**src/design/dma_chan_consts.vh**
```
// register map, field positions and reset values for one dma channel
`ifndef DMA_CHAN_CONSTS_VH
`define DMA_CHAN_CONSTS_VH
// register indices on the local register port
`define REG_SRC_LOW 4'h0
`define REG_SRC_HIGH 4'h1
`define REG_DST_LOW 4'h2
`define REG_DST_HIGH 4'h3
`define REG_LENGTH 4'h4
`define REG_CONTROL 4'h5
`define REG_IRQ_STATUS 4'h6
`define REG_IRQ_MASK 4'h7
// control register fields
`define CTL_EN 15
`define CTL_STATUS 14
`define CTL_IRQ_EN 13
`define CTL_AUTO 12
`define CTL_DMODE_HI 9
`define CTL_DMODE_LO 8
`define CTL_SMODE_HI 7
`define CTL_SMODE_LO 6
`define CTL_BURST_HI 5
`define CTL_BURST_LO 3
`define CTL_SYNC 2
`define CTL_HALF 1
`define CTL_PINGPONG 0
// address mode codes
`define AMODE_INC 2'h0
`define AMODE_CONST 2'h2
// reset values
`define RST_CONTROL 16'h0000
`define RST_WORD16 16'h0000
`define RST_IRQ 2'h0
// interrupt status bits
`define IRQ_BLOCK_DONE 0
`define IRQ_HALF_DONE 1
// bytes per double word
`define BYTES_PER_XFER 16'h0004
`endif

```
**src/design/dma_channel.v**
```verilog
// one dma channel: registers, event pacing, address update and completion
//
// Function
// the channel does free-running block moves and event-paced peripheral service.
// address mode 10b holds an address constant and 00b post-increments it per access.
// each receive event from a single-sample peripheral moves one whole double word.
// with sync on and single-transfer burst, one element moves per event, then it waits.
// in burst mode a whole burst moves per event; software matches it to the fifo trigger.
// every access is a double word, so each byte sample fills four destination bytes.
// the peripheral presents data together with its event, one or several per event.
// transmit and receive streams use separate channel instances with own settings.
// start addresses are byte addresses in the dma space.
// the 16-bit control register has enable 15, status 14, irq 13, reload 12, modes etc.
// the length register holds a byte count, four per double word.
// each sample is written as 32 bits, two 16-bit words, before the address moves on.
// once set up the channel keeps servicing without processor help per transfer.
// with sync the channel waits for its event; without it starts on enable.
// at block end enable and status clear and an interrupt rises when enabled; with auto restart on, enable and status stay set.
//
// Added by the designer: the register offsets and the plain strobed port.
`timescale 1ns/1ps
`include "dma_chan_consts.vh"
module dma_channel
(
  // clock and reset
  input wire core_clk,
  input wire rst,
  // register port
  input wire [3:0] reg_addr,
  input wire [15:0] reg_wdata,
  input wire reg_wr,
  input wire reg_rd,
  output reg [15:0] reg_rdata,
  // synchronization event from the serviced peripheral
  input wire sync_event,
  // memory port
  output wire mem_req,
  output wire mem_we,
  output wire [31:0] mem_addr,
  output wire [31:0] mem_wdata,
  input wire [31:0] mem_rdata,
  input wire mem_ack,
  // interrupt
  output wire irq
);

  localparam CH_IDLE = 2'h0;
  localparam CH_WAIT = 2'h1;
  localparam CH_MOVE = 2'h2;
  localparam CH_NEXT = 2'h3;

  // ------------------------------------------------------------
  // registers
  // ------------------------------------------------------------
  reg [15:0] source_start_low;
  reg [15:0] source_start_high;
  reg [15:0] dest_start_low;
  reg [15:0] dest_start_high;
  reg [15:0] channel_length_reg;
  reg [15:0] channel_transfer_control;
  reg [1:0] irq_status;
  reg [1:0] irq_mask;

  reg [1:0] state;
  reg [31:0] cur_src;
  reg [31:0] cur_dst;
  reg [15:0] bytes_left;
  reg [15:0] bytes_done;
  reg [7:0] burst_left;
  reg event_pending;
  reg mover_start;
  reg set_done;
  reg set_half;
  reg clear_run;
  reg flip_half;

  wire mover_busy;
  wire mover_done;
  wire enabled = channel_transfer_control[`CTL_EN];
  wire sync_on = channel_transfer_control[`CTL_SYNC];
  wire ping_pong = channel_transfer_control[`CTL_PINGPONG];
  wire auto_restart = channel_transfer_control[`CTL_AUTO];
  wire cpu_irq_enable = channel_transfer_control[`CTL_IRQ_EN];
  wire [1:0] src_addr_mode = channel_transfer_control[`CTL_SMODE_HI:`CTL_SMODE_LO];
  wire [1:0] dest_addr_mode = channel_transfer_control[`CTL_DMODE_HI:`CTL_DMODE_LO];
  wire [2:0] burst_length_sel = channel_transfer_control[`CTL_BURST_HI:`CTL_BURST_LO];
  wire [31:0] src_start = {source_start_high, source_start_low}; // byte address
  wire [31:0] dst_start = {dest_start_high, dest_start_low}; // byte address
  // burst code n gives 2^n double words; code 0 is one element per event
  wire [7:0] burst_words = 8'h01 << burst_length_sel;
  wire [15:0] half_len = {1'b0, channel_length_reg[15:1]};
  wire [15:0] next_bytes_done = bytes_done + `BYTES_PER_XFER;
  wire en_write = reg_wr && (reg_addr == `REG_CONTROL) && reg_wdata[`CTL_EN];

  // ------------------------------------------------------------
  // transfer engine, one double word per request
  // ------------------------------------------------------------
  dma_mover u_mover
  (
    .core_clk(core_clk),
    .rst(rst),
    .start(mover_start),
    .src_addr(cur_src),
    .dst_addr(cur_dst),
    .busy(mover_busy),
    .done(mover_done),
    .mem_req(mem_req),
    .mem_we(mem_we),
    .mem_addr(mem_addr),
    .mem_wdata(mem_wdata),
    .mem_rdata(mem_rdata),
    .mem_ack(mem_ack)
  );

  // ------------------------------------------------------------
  // channel sequencer
  // ------------------------------------------------------------
  // an event seen while a burst is in flight is kept, not dropped
  always @(posedge core_clk)
  begin
    if (rst)
    begin
      state <= CH_IDLE;
      cur_src <= 32'h0000_0000;
      cur_dst <= 32'h0000_0000;
      bytes_left <= 16'h0000;
      bytes_done <= 16'h0000;
      burst_left <= 8'h00;
      event_pending <= 1'b0;
      mover_start <= 1'b0;
      set_done <= 1'b0;
      set_half <= 1'b0;
      clear_run <= 1'b0;
      flip_half <= 1'b0;
    end
    else
    begin
      mover_start <= 1'b0;
      set_done <= 1'b0;
      set_half <= 1'b0;
      clear_run <= 1'b0;
      flip_half <= 1'b0;
      if (sync_event && enabled && sync_on)
        event_pending <= 1'b1;
      case (state)
        CH_IDLE:
        begin
          if (en_write)
          begin
            cur_src <= src_start;
            cur_dst <= dst_start;
            bytes_left <= channel_length_reg; // byte count
            bytes_done <= 16'h0000;
            event_pending <= 1'b0;
            state <= CH_WAIT;
          end
        end
        CH_WAIT:
        begin
          if (!enabled)
            state <= CH_IDLE;
          else if (bytes_left == 16'h0000)
            state <= CH_NEXT;
          else if ((!sync_on || event_pending) && !mover_busy)
          begin
            // an event landing in this very cycle counts for the next burst
            event_pending <= sync_event && sync_on;
            burst_left <= sync_on ? burst_words : 8'h01; // per event
            mover_start <= 1'b1;
            state <= CH_MOVE;
          end
        end
        CH_MOVE:
        begin
          if (mover_done)
          begin
            // each sample is 32 bits, the address moves by four bytes
            if (src_addr_mode == `AMODE_INC)
              cur_src <= cur_src + 32'h0000_0004;
            if (dest_addr_mode == `AMODE_INC)
              cur_dst <= cur_dst + 32'h0000_0004; // constant code 10b holds it
            bytes_left <= bytes_left - `BYTES_PER_XFER;
            bytes_done <= next_bytes_done;
            if (ping_pong && next_bytes_done == half_len)
              set_half <= 1'b1;
            if (bytes_left == `BYTES_PER_XFER)
              state <= CH_NEXT;
            else if (burst_left > 8'h01)
            begin
              burst_left <= burst_left - 8'h01;
              mover_start <= 1'b1;
            end
            else
              state <= CH_WAIT; // wait for the next event when sync is on
          end
        end
        CH_NEXT:
        begin
          set_done <= 1'b1;
          flip_half <= ping_pong;
          if (auto_restart) // keeps running without the processor
          begin
            cur_src <= src_start;
            cur_dst <= dst_start;
            bytes_left <= channel_length_reg;
            bytes_done <= 16'h0000;
            state <= CH_WAIT;
          end
          else
          begin
            clear_run <= 1'b1;
            state <= CH_IDLE;
          end
        end
        default:
          state <= CH_IDLE;
      endcase
    end
  end

  // ------------------------------------------------------------
  // register writes and status
  // ------------------------------------------------------------
  // completion without auto restart clears enable and status so software can poll
  always @(posedge core_clk)
  begin
    if (rst)
    begin
      source_start_low <= `RST_WORD16;
      source_start_high <= `RST_WORD16;
      dest_start_low <= `RST_WORD16;
      dest_start_high <= `RST_WORD16;
      channel_length_reg <= `RST_WORD16;
      channel_transfer_control <= `RST_CONTROL;
      irq_mask <= `RST_IRQ;
    end
    else
    begin
      if (reg_wr)
      begin
        case (reg_addr)
          `REG_SRC_LOW: source_start_low <= reg_wdata;
          `REG_SRC_HIGH: source_start_high <= reg_wdata;
          `REG_DST_LOW: dest_start_low <= reg_wdata;
          `REG_DST_HIGH: dest_start_high <= reg_wdata;
          `REG_LENGTH: channel_length_reg <= reg_wdata;
          `REG_CONTROL: channel_transfer_control <= {reg_wdata[15], reg_wdata[15],
            reg_wdata[13:12], 2'b00, reg_wdata[9:2], channel_transfer_control[1],
            reg_wdata[0]}; // field layout
          `REG_IRQ_MASK: irq_mask <= reg_wdata[1:0];
          default: ;
        endcase
      end
      if (flip_half)
        channel_transfer_control[`CTL_HALF] <= ~channel_transfer_control[`CTL_HALF];
      if (clear_run)
      begin
        channel_transfer_control[`CTL_EN] <= 1'b0;
        channel_transfer_control[`CTL_STATUS] <= 1'b0;
      end
    end
  end

  // ------------------------------------------------------------
  // interrupt status, set wins over a write-one clear
  // ------------------------------------------------------------
  always @(posedge core_clk)
  begin
    if (rst)
      irq_status <= `RST_IRQ;
    else
    begin
      irq_status <= (irq_status &
        ~((reg_wr && reg_addr == `REG_IRQ_STATUS) ? reg_wdata[1:0] : 2'b00)) |
        {set_half & cpu_irq_enable, set_done & cpu_irq_enable};
    end
  end

  assign irq = |(irq_status & irq_mask);

  // ------------------------------------------------------------
  // read port, data in the cycle after the strobe
  // ------------------------------------------------------------
  always @(posedge core_clk)
  begin
    if (rst)
      reg_rdata <= 16'h0000;
    else if (reg_rd)
    begin
      case (reg_addr)
        `REG_SRC_LOW: reg_rdata <= source_start_low;
        `REG_SRC_HIGH: reg_rdata <= source_start_high;
        `REG_DST_LOW: reg_rdata <= dest_start_low;
        `REG_DST_HIGH: reg_rdata <= dest_start_high;
        `REG_LENGTH: reg_rdata <= channel_length_reg;
        `REG_CONTROL: reg_rdata <= channel_transfer_control;
        `REG_IRQ_STATUS: reg_rdata <= {14'h0000, irq_status};
        `REG_IRQ_MASK: reg_rdata <= {14'h0000, irq_mask};
        default: reg_rdata <= 16'h0000; // unmapped reads zero
      endcase
    end
    else
      reg_rdata <= 16'h0000;
  end

  // a second stream of the same peripheral needs a second instance, with its own
  // count, mode and burst registers, since nothing here is shared

endmodule // dma_channel

```
**src/design/dma_mover.v**
```verilog
// one double-word read-then-write engine on the memory port
`timescale 1ns/1ps
module dma_mover
(
  // clock and reset
  input wire core_clk,
  input wire rst,
  // request from the channel
  input wire start,
  input wire [31:0] src_addr,
  input wire [31:0] dst_addr,
  output wire busy,
  output reg done,
  // memory port, one read and one write per request
  output reg mem_req,
  output reg mem_we,
  output reg [31:0] mem_addr,
  output reg [31:0] mem_wdata,
  input wire [31:0] mem_rdata,
  input wire mem_ack
);

  localparam ST_IDLE = 2'h0;
  localparam ST_READ = 2'h1;
  localparam ST_WRITE = 2'h2;

  reg [1:0] state;
  reg [31:0] dst_hold;

  assign busy = (state != ST_IDLE);

  // read the source word then write the same 32 bits to the destination
  always @(posedge core_clk)
  begin
    if (rst)
    begin
      state <= ST_IDLE;
      done <= 1'b0;
      mem_req <= 1'b0;
      mem_we <= 1'b0;
      mem_addr <= 32'h0000_0000;
      mem_wdata <= 32'h0000_0000;
      dst_hold <= 32'h0000_0000;
    end
    else
    begin
      done <= 1'b0;
      case (state)
        ST_IDLE:
        begin
          if (start)
          begin
            mem_req <= 1'b1;
            mem_we <= 1'b0;
            mem_addr <= src_addr;
            dst_hold <= dst_addr;
            state <= ST_READ;
          end
        end
        ST_READ:
        begin
          if (mem_ack)
          begin
            mem_we <= 1'b1;
            mem_addr <= dst_hold;
            mem_wdata <= mem_rdata; // full double word, even from a byte peripheral
            state <= ST_WRITE;
          end
        end
        ST_WRITE:
        begin
          if (mem_ack)
          begin
            mem_req <= 1'b0;
            mem_we <= 1'b0;
            done <= 1'b1;
            state <= ST_IDLE;
          end
        end
        default:
        begin
          state <= ST_IDLE;
          mem_req <= 1'b0;
        end
      endcase
    end
  end

endmodule // dma_mover
```
**config.mk**
```make
export PLATFORM = sky130hd
export DESIGN_NAME = dma_channel
export DESIGN_NICKNAME = d
export VERILOG_FILES = /design/src/design/dma_channel.v /design/src/design/dma_mover.v
export VERILOG_INCLUDE_DIRS = /design/src /design/src/design
export SDC_FILE = /design/constraint.sdc
export NUM_CORES = 1
export LEC_CHECK = 0
export CAP_MARGIN = 20
export CORE_ASPECT_RATIO = 2
export CORE_MARGIN = 2
export CORE_UTILIZATION = 25
export CTS_BUF_LIST = sky130_fd_sc_hd__clkbuf_16
export DETAILED_ROUTE_END_ITERATION = 7
export DONT_BUFFER_PORTS = 1
export PLACE_DENSITY = 0.35
export SLEW_MARGIN = 20
export SYNTH_ARGS = -nofsm -noshare
export SYNTH_HDL_FRONTEND = slang
export SYNTH_SLANG_ARGS = --single-unit
```
**constraint.sdc**
```tcl
create_clock -name core_clk -period 3.2 [get_ports core_clk]
set_clock_uncertainty 0.15 [all_clocks]
set_input_delay 0.48 -clock core_clk [delete_from_list [all_inputs] [get_ports core_clk]]
set_output_delay 0.48 -clock core_clk [all_outputs]
set_load 0.005 [all_outputs]
```
== Word level (Yosys, flattened, before mapping) ==
Index checks and enable logic that the tools add are counted.

* Output and inout bits: 83
* Word-level logic and storage cells: 195
* Memory bits (writable): 0
* Memories kept: 0
* Bits in registers: 326
* Latch bits: 0
* ROM bits: 0

* Multiply operators: 0
* Shifts and indexed selects: 1
* Reductions and logical operators: 46
* Add/subtract/negate cells: 5
* Order comparisons: 1
* Muxes and demuxes: 70
* Bitwise operators: 13
* Div/mod/pow operators: 0
* Equality and inequality tests: 29

{| class="wikitable"
|+ Operators by type and width
! operator !! number
|-
| 32-bit two-way mux || 10
|-
| 32-bit one-hot mux with 3 select lines || 2
|-
| 16-bit one-hot mux with 8 select lines || 1
|-
| 16-bit two-way mux || 6
|-
| 16-bit one-hot mux with 3 select lines || 2
|-
| 32-bit by 3-bit adder with 32-bit output, second input constant || 2
|-
| 32-bit one-hot mux with 2 select lines || 1
|-
| 8-bit two-way mux || 7
|-
| 2-bit two-way mux || 12
|-
| 2-bit != test, second input constant || 12
|-
| 1-bit two-way mux || 22
|-
| 2-bit AND reduction || 9
|-
| 16-bit by 3-bit adder with 16-bit output, second input constant || 1
|-
| 16-bit by 15-bit equality test with 1-bit output || 1
|-
| 16-bit by 3-bit equality test with 1-bit output, second input constant || 1
|-
| 4-bit by 3-bit equality test with 1-bit output, second input constant || 4
|-
| 16-bit logical NOT || 1
|-
| 8-bit one-hot mux with 2 select lines || 1
|-
| 16-bit by 3-bit subtractor with 16-bit output, second input constant || 1
|-
| 4-bit AND reduction || 3
|-
| 5-bit AND reduction || 2
|-
| 2-bit OR reduction || 5
|-
| 3-bit AND reduction || 3
|-
| 4-bit by 2-bit equality test with 1-bit output, second input constant || 2
|-
| other kinds (27) || 54
|}

== Logic depth before layout (Yosys ltp) ==
* Word-level depth: 7
* Depth in mapped cells: 11
* Gate-level depth less buffers: 8

== By module ==
Synthesis repeated with hierarchy kept, for this count alone.

* Cells, all modules: 1983
* Area, all modules: 15635.0 um^2

{| class="wikitable"
|+ By module, submodules not included
! module !! cells each !! seq. area each (um^2) !! times used !! area an instance (um^2)
|-
| dma_channel || 1502 || 4464.3 || 1 || 11597.4
|-
| dma_mover || 481 || 2021.9 || 1 || 4037.6
|}

== Worst setup path after synthesis ==
Ideal clock, no wire load.

* Path kind: register -> register
* Start point: reg state[1]
* End point: reg cur_dst[6]
* Data arrival time: 1.876 ns
* Clock period less this slack: 2.153 ns
* Path buffers: 3
* Required time: 2.922 ns
* Setup slack: 1.047 ns
* Cell stages (with the launch flop): 11
* Library setup time: 0.128 ns
* Path through: dfxtp_1 > inv_1 > ha_1 > clkbuf_1 > nor2_2 > and3_1 > buf_2 > buf_4 > o21ai_0 > a21oi_1 > nor2_1

* Longest elaborated chain between the ends: 3
* Elaborated cells between the ends (all ways): 10
* Those cells by class: eq/ne: 6; mux: 1; reduce/logical: 3

{| class="wikitable"
|+ Ends and longest elaborated chain
! item !! line !! source
|-
| start: declaration || dma_channel.v:64 || <nowiki>reg [1:0] state;</nowiki>
|-
| start signal: assignment || dma_channel.v:123 || <nowiki>state <= CH_IDLE;</nowiki>
|-
| start signal: assignment || dma_channel.v:155 || <nowiki>state <= CH_WAIT;</nowiki>
|-
| start signal: assignment || dma_channel.v:161 || <nowiki>state <= CH_IDLE;</nowiki>
|-
| 2-bit equality test or 2-bit logical NOT (tied branches) || dma_channel.v:145 || <nowiki>case (state)</nowiki>
|-
| 2-bit != test (no line), or another cell as far along || - ||
|-
| 5-bit AND reduction (no line) || - ||
|-
| end signal: assignment || dma_channel.v:151 || <nowiki>cur_dst <= dst_start;</nowiki>
|-
| end signal: assignment || dma_channel.v:181 || <nowiki>cur_dst <= cur_dst + 32'h0000_0004;</nowiki>
|-
| end signal: assignment || dma_channel.v:204 || <nowiki>cur_dst <= dst_start;</nowiki>
|-
| end: declaration || dma_channel.v:66 || <nowiki>reg [31:0] cur_dst;</nowiki>
|}

Parallel ways exist; a longest one is shown, timed or not.
A chain may end at the register's enable or synchronous reset.

== Worst setup path after layout ==
* Start point: reg state[0]
* End point: reg cur_dst[13]

The elaborated chain is that of the path after synthesis.

==> flow_summary.json <==
{
  "status": "completed",
  "viasPerCell": 5.11,
  "syn_inst": 1973,
  "ir_worst_vdd_mv": 0.353,
  "numPortBuffers": 0,
  "multi_input_area_mm2": 0.00809,
  "end_kind": "flop",
  "cts_max_level": 2,
  "min-delay-start": "mem_ack",
  "io_pins": 141,
  "hold_path_class": "in -> reg",
  "worst_pin_slew_ns": 0.880,
  "cts_resized": 0,
  "wl_per_cell_um": 22.8,
  "core_mm2": 0.0609,
  "reg2reg_depth": 9,
  "stdcell_area_mm2": 0.0191,
  "gr-total-overflow": 0,
  "num_vias": 14843,
  "dp_hpwl_um": 45900,
  "synthSimpleGateAreaFrac_pct": 25.3,
  "finish.utilization_pct": 31.4,
  "die_y_um": 354,
  "cts_made_buffers": 36,
  "crit_path_start": "state[0]",
  "ys_seq_elements": 324,
  "grt_usage_pct": 20.6,
  "slew_headroom_pct": 41.3,
  "internal-power_mw": 6.48,
  "synth_warnings": 0,
  "synth.most_common_cell": "nand2_1",
  "synth_compound_area_share_pct": 22.3,
  "clkPwrFrac_pct": 44.3,
  "area_growth_pct": 24.4,
  "clk_pin_slew_worst_paths_ns": 0.07,
  "crit_required_ns": 3.54,
  "synth.avg_cell_area_um2": 7.78,
  "clk-insertion-delay-late_ns": 0.55,
  "cp_max_fo": 34,
  "synth_nets": 2044,
  "crit_path_start_kind": "flop",
  "cp_slowest_cell": "dlygate4sd3_1",
  "worstSetupPathType": "reg -> reg",
  "drive_above_1_share_pct": 6.82,
  "cp_cell_sequence": "inv_1 -> ha_4 -> inv_2 -> a21o_1 -> and3_1 -> buf_12 -> o21ai_0 -> a221oi_1 -> dlygate4sd3_1",
  "gp_congestion": 0.810,
  "yosysTopAreaCell": "dfxtp_1",
  "post-route-drc-count": 0,
  "dieArea_mm2": 0.0635,
  "r2r-start": "state[0]",
  "drt_pass1_iterations": 6,
  "synthTopCellsByCount": "nand2_1, dfxtp_1, a21oi_1",
  "cp.arrival_ns": 3.31,
  "seq_area_mm2": 0.00649,
  "ant_nets": 0,
  "cp.buffers_inverters": 4,
  "report.final.setup_viol": 0,
  "synth_top_family_by_area": "simple AND/OR/NAND/NOR gates",
  "synth_top_area_share_pct": 42.2,
  "pwr_density_cell_mw_per_mm2": 466,
  "antenna_found_initial": 0,
  "fmax_ghz": 0.337,
  "finalNonFillerCells": 2905,
  "diodes": 0,
  "grt_pass1_wl_um": 97100,
  "n_fill_cell": 6565,
  "cts_tree": "done",
  "combPwrFrac_pct": 8.4,
  "p_total_mw": 8.89,
  "p_switching_mw": 2.41,
  "seqPwrFrac_pct": 47.4,
  "synth.top_cells.by_area": "dfxtp_1, nand2_1, a21oi_1",
  "grt_max_degree": 153,
  "yosys.area_share.adder_pct": 1.06,
  "placedCellCount": 2649,
  "synth_area_mm2": 0.0154,
  "rows": 128,
  "first_iter_violations": 907,
  "finalMaxSlewViolations": 0,
  "die_w_um": 179,
  "wl_um": 66100,
  "cts_sinks": 324,
  "async_flop_share_pct": 0,
  "dominantRegCellSynth": "dfxtp_1",
  "crit_family": "buffers and inverters",
  "synthMuxAreaShare_pct": 2.83,
  "cap_violations": 0,
  "cts_root_buf": "clkbuf_16",
  "clockBufferDepth": 3,
  "hold_depth": 3,
  "initial_core_util_pct": 25.2,
  "sw_frac_of_total_pct": 27.1,
  "slowest_delay_ns": 0.59,
  "leakagePower_nw": 6.72,
  "nNetsFinal": 2171,
  "worst-path-stages": 9,
  "dpl-instance-area_mm2": 0.0161,
  "grt_pass1_vias": 14528,
  "hold_viol": 0,
  "setup-tns-final_ns": 0,
  "yosysSeqAreaShare_pct": 42.2,
  "post-route-period-util_pct": 92.8,
  "synth_cell_types": 82,
  "synth_edf_count": 0,
  "post-route-min-period_ns": 2.97,
  "synth_xor_area_share_pct": 0.970,
  "rsz0062_at_grt": "no"
}
## cell families (layout without fill, tap and decap cells)
kind of cell	count (synthesis)	count (layout)
XOR/XNOR	17	17
flip-flops	324	324
buffers and inverters	185	337
AND/OR/NAND/NOR	828	828
AO/OA/AOI/OAI	563	563
adder cells (fa/ha/maj)	13	13
multiplexers	43	43
## worst register-to-register path: stages, from the launching register on
cell and delay [ns]:
dfxtp_1 0.38, inv_1 0.12, ha_4 0.22, inv_2 0.37, a21o_1 0.19, and3_1 0.22
buf_12 0.21, o21ai_0 0.15, a221oi_1 0.31, dlygate4sd3_1 0.59
## final timing paths
path / end / slack, ns
max reg2reg: cur_dst[13] / 0.23
min reg2reg: channel_transfer_control[14] / 0.25
min: u_mover.mem_we / 0.04
max: cur_dst[13] / 0.23
## layout by cell type (no fill, tap or decap), drive strengths merged, types with 5 or more instances in the layout
| cell | Yosys | routed |
|---|---|---|
| a31oi | 35 | 35 |
| o22ai | 13 | 13 |
| xor2 | 8 | 8 |
| mux2i | 40 | 40 |
| buf | 56 | 54 |
| nand2 | 444 | 444 |
| o32ai | 10 | 10 |
| a22oi | 55 | 55 |
| nand4 | 28 | 28 |
| and3 | 16 | 16 |
| clkinv | 1 | 14 |
| and2 | 16 | 16 |
| nor2b | 16 | 16 |
| a21oi | 263 | 263 |
| ha | 13 | 13 |
| dlygate4sd3 | 0 | 191 |
| clkbuf | 100 | 37 |
| xnor2 | 9 | 9 |
| and4 | 9 | 9 |
| nand3 | 53 | 53 |
| o21ai | 71 | 71 |
| inv | 28 | 37 |
| a22o | 6 | 6 |
| nor4 | 23 | 23 |
| a2bb2oi | 5 | 5 |
| dfxtp | 324 | 324 |
| nor2 | 129 | 129 |
| a211oi | 56 | 56 |
| or3 | 7 | 7 |
| nor3 | 46 | 46 |
| o31ai | 8 | 8 |
| nand2b | 14 | 14 |
| a21o | 9 | 9 |
| o2bb2ai | 5 | 5 |
| or2 | 5 | 5 |
## power by group through the flow
stage	registers [mW]	logic [mW]	clock network (mW)
after floorplan	4.25	0.497	0
after global placement	4.30	0.581	0
after detailed placement	4.30	0.587	0
after CTS	4.21	0.746	4.09
after global routing	4.22	0.807	4.21
final	4.21	0.743	3.94
## through the flow
| step | hold WS (ns) | setup slack (ns) |
|---|---|---|
| after CTS | 0.00471 | 0.227 |
| after floorplan | 0.223 | 1.05 |
| final | 0.0427 | 0.231 |
| after detailed placement | 0.239 | 0.608 |
| after global routing | 0.0943 | 0.0827 |
| after global placement | 0.226 | 0.662 |
## layout make-up
| class | count | area share [%] |
|---|---|---|
| multi-input cells | 1464 | 42.3 |
| clock inverters | 26 | 0.642 |
| repair buffers | 245 | 12.6 |
| inverters | 29 | 0.570 |
| clock buffers | 37 | 4.85 |
| flip-flops and latches | 324 | 34.0 |
| well taps | 780 | 5.11 |
## timing repair
action,in CTS,in global routing
hold buffers,193,0
hold endpoints to repair,282,0
setup buffers,0,0
## per-layer routing
layer,global-route usage (%),vias up,wire length (um)
met2,40.2,338,36800
met4,12.2,0,4410
li1,-,7236,-
met1,20.1,7148,22800
met5,0,-,0
met3,2.29,121,2130
(Power assumes the default switching activity.)
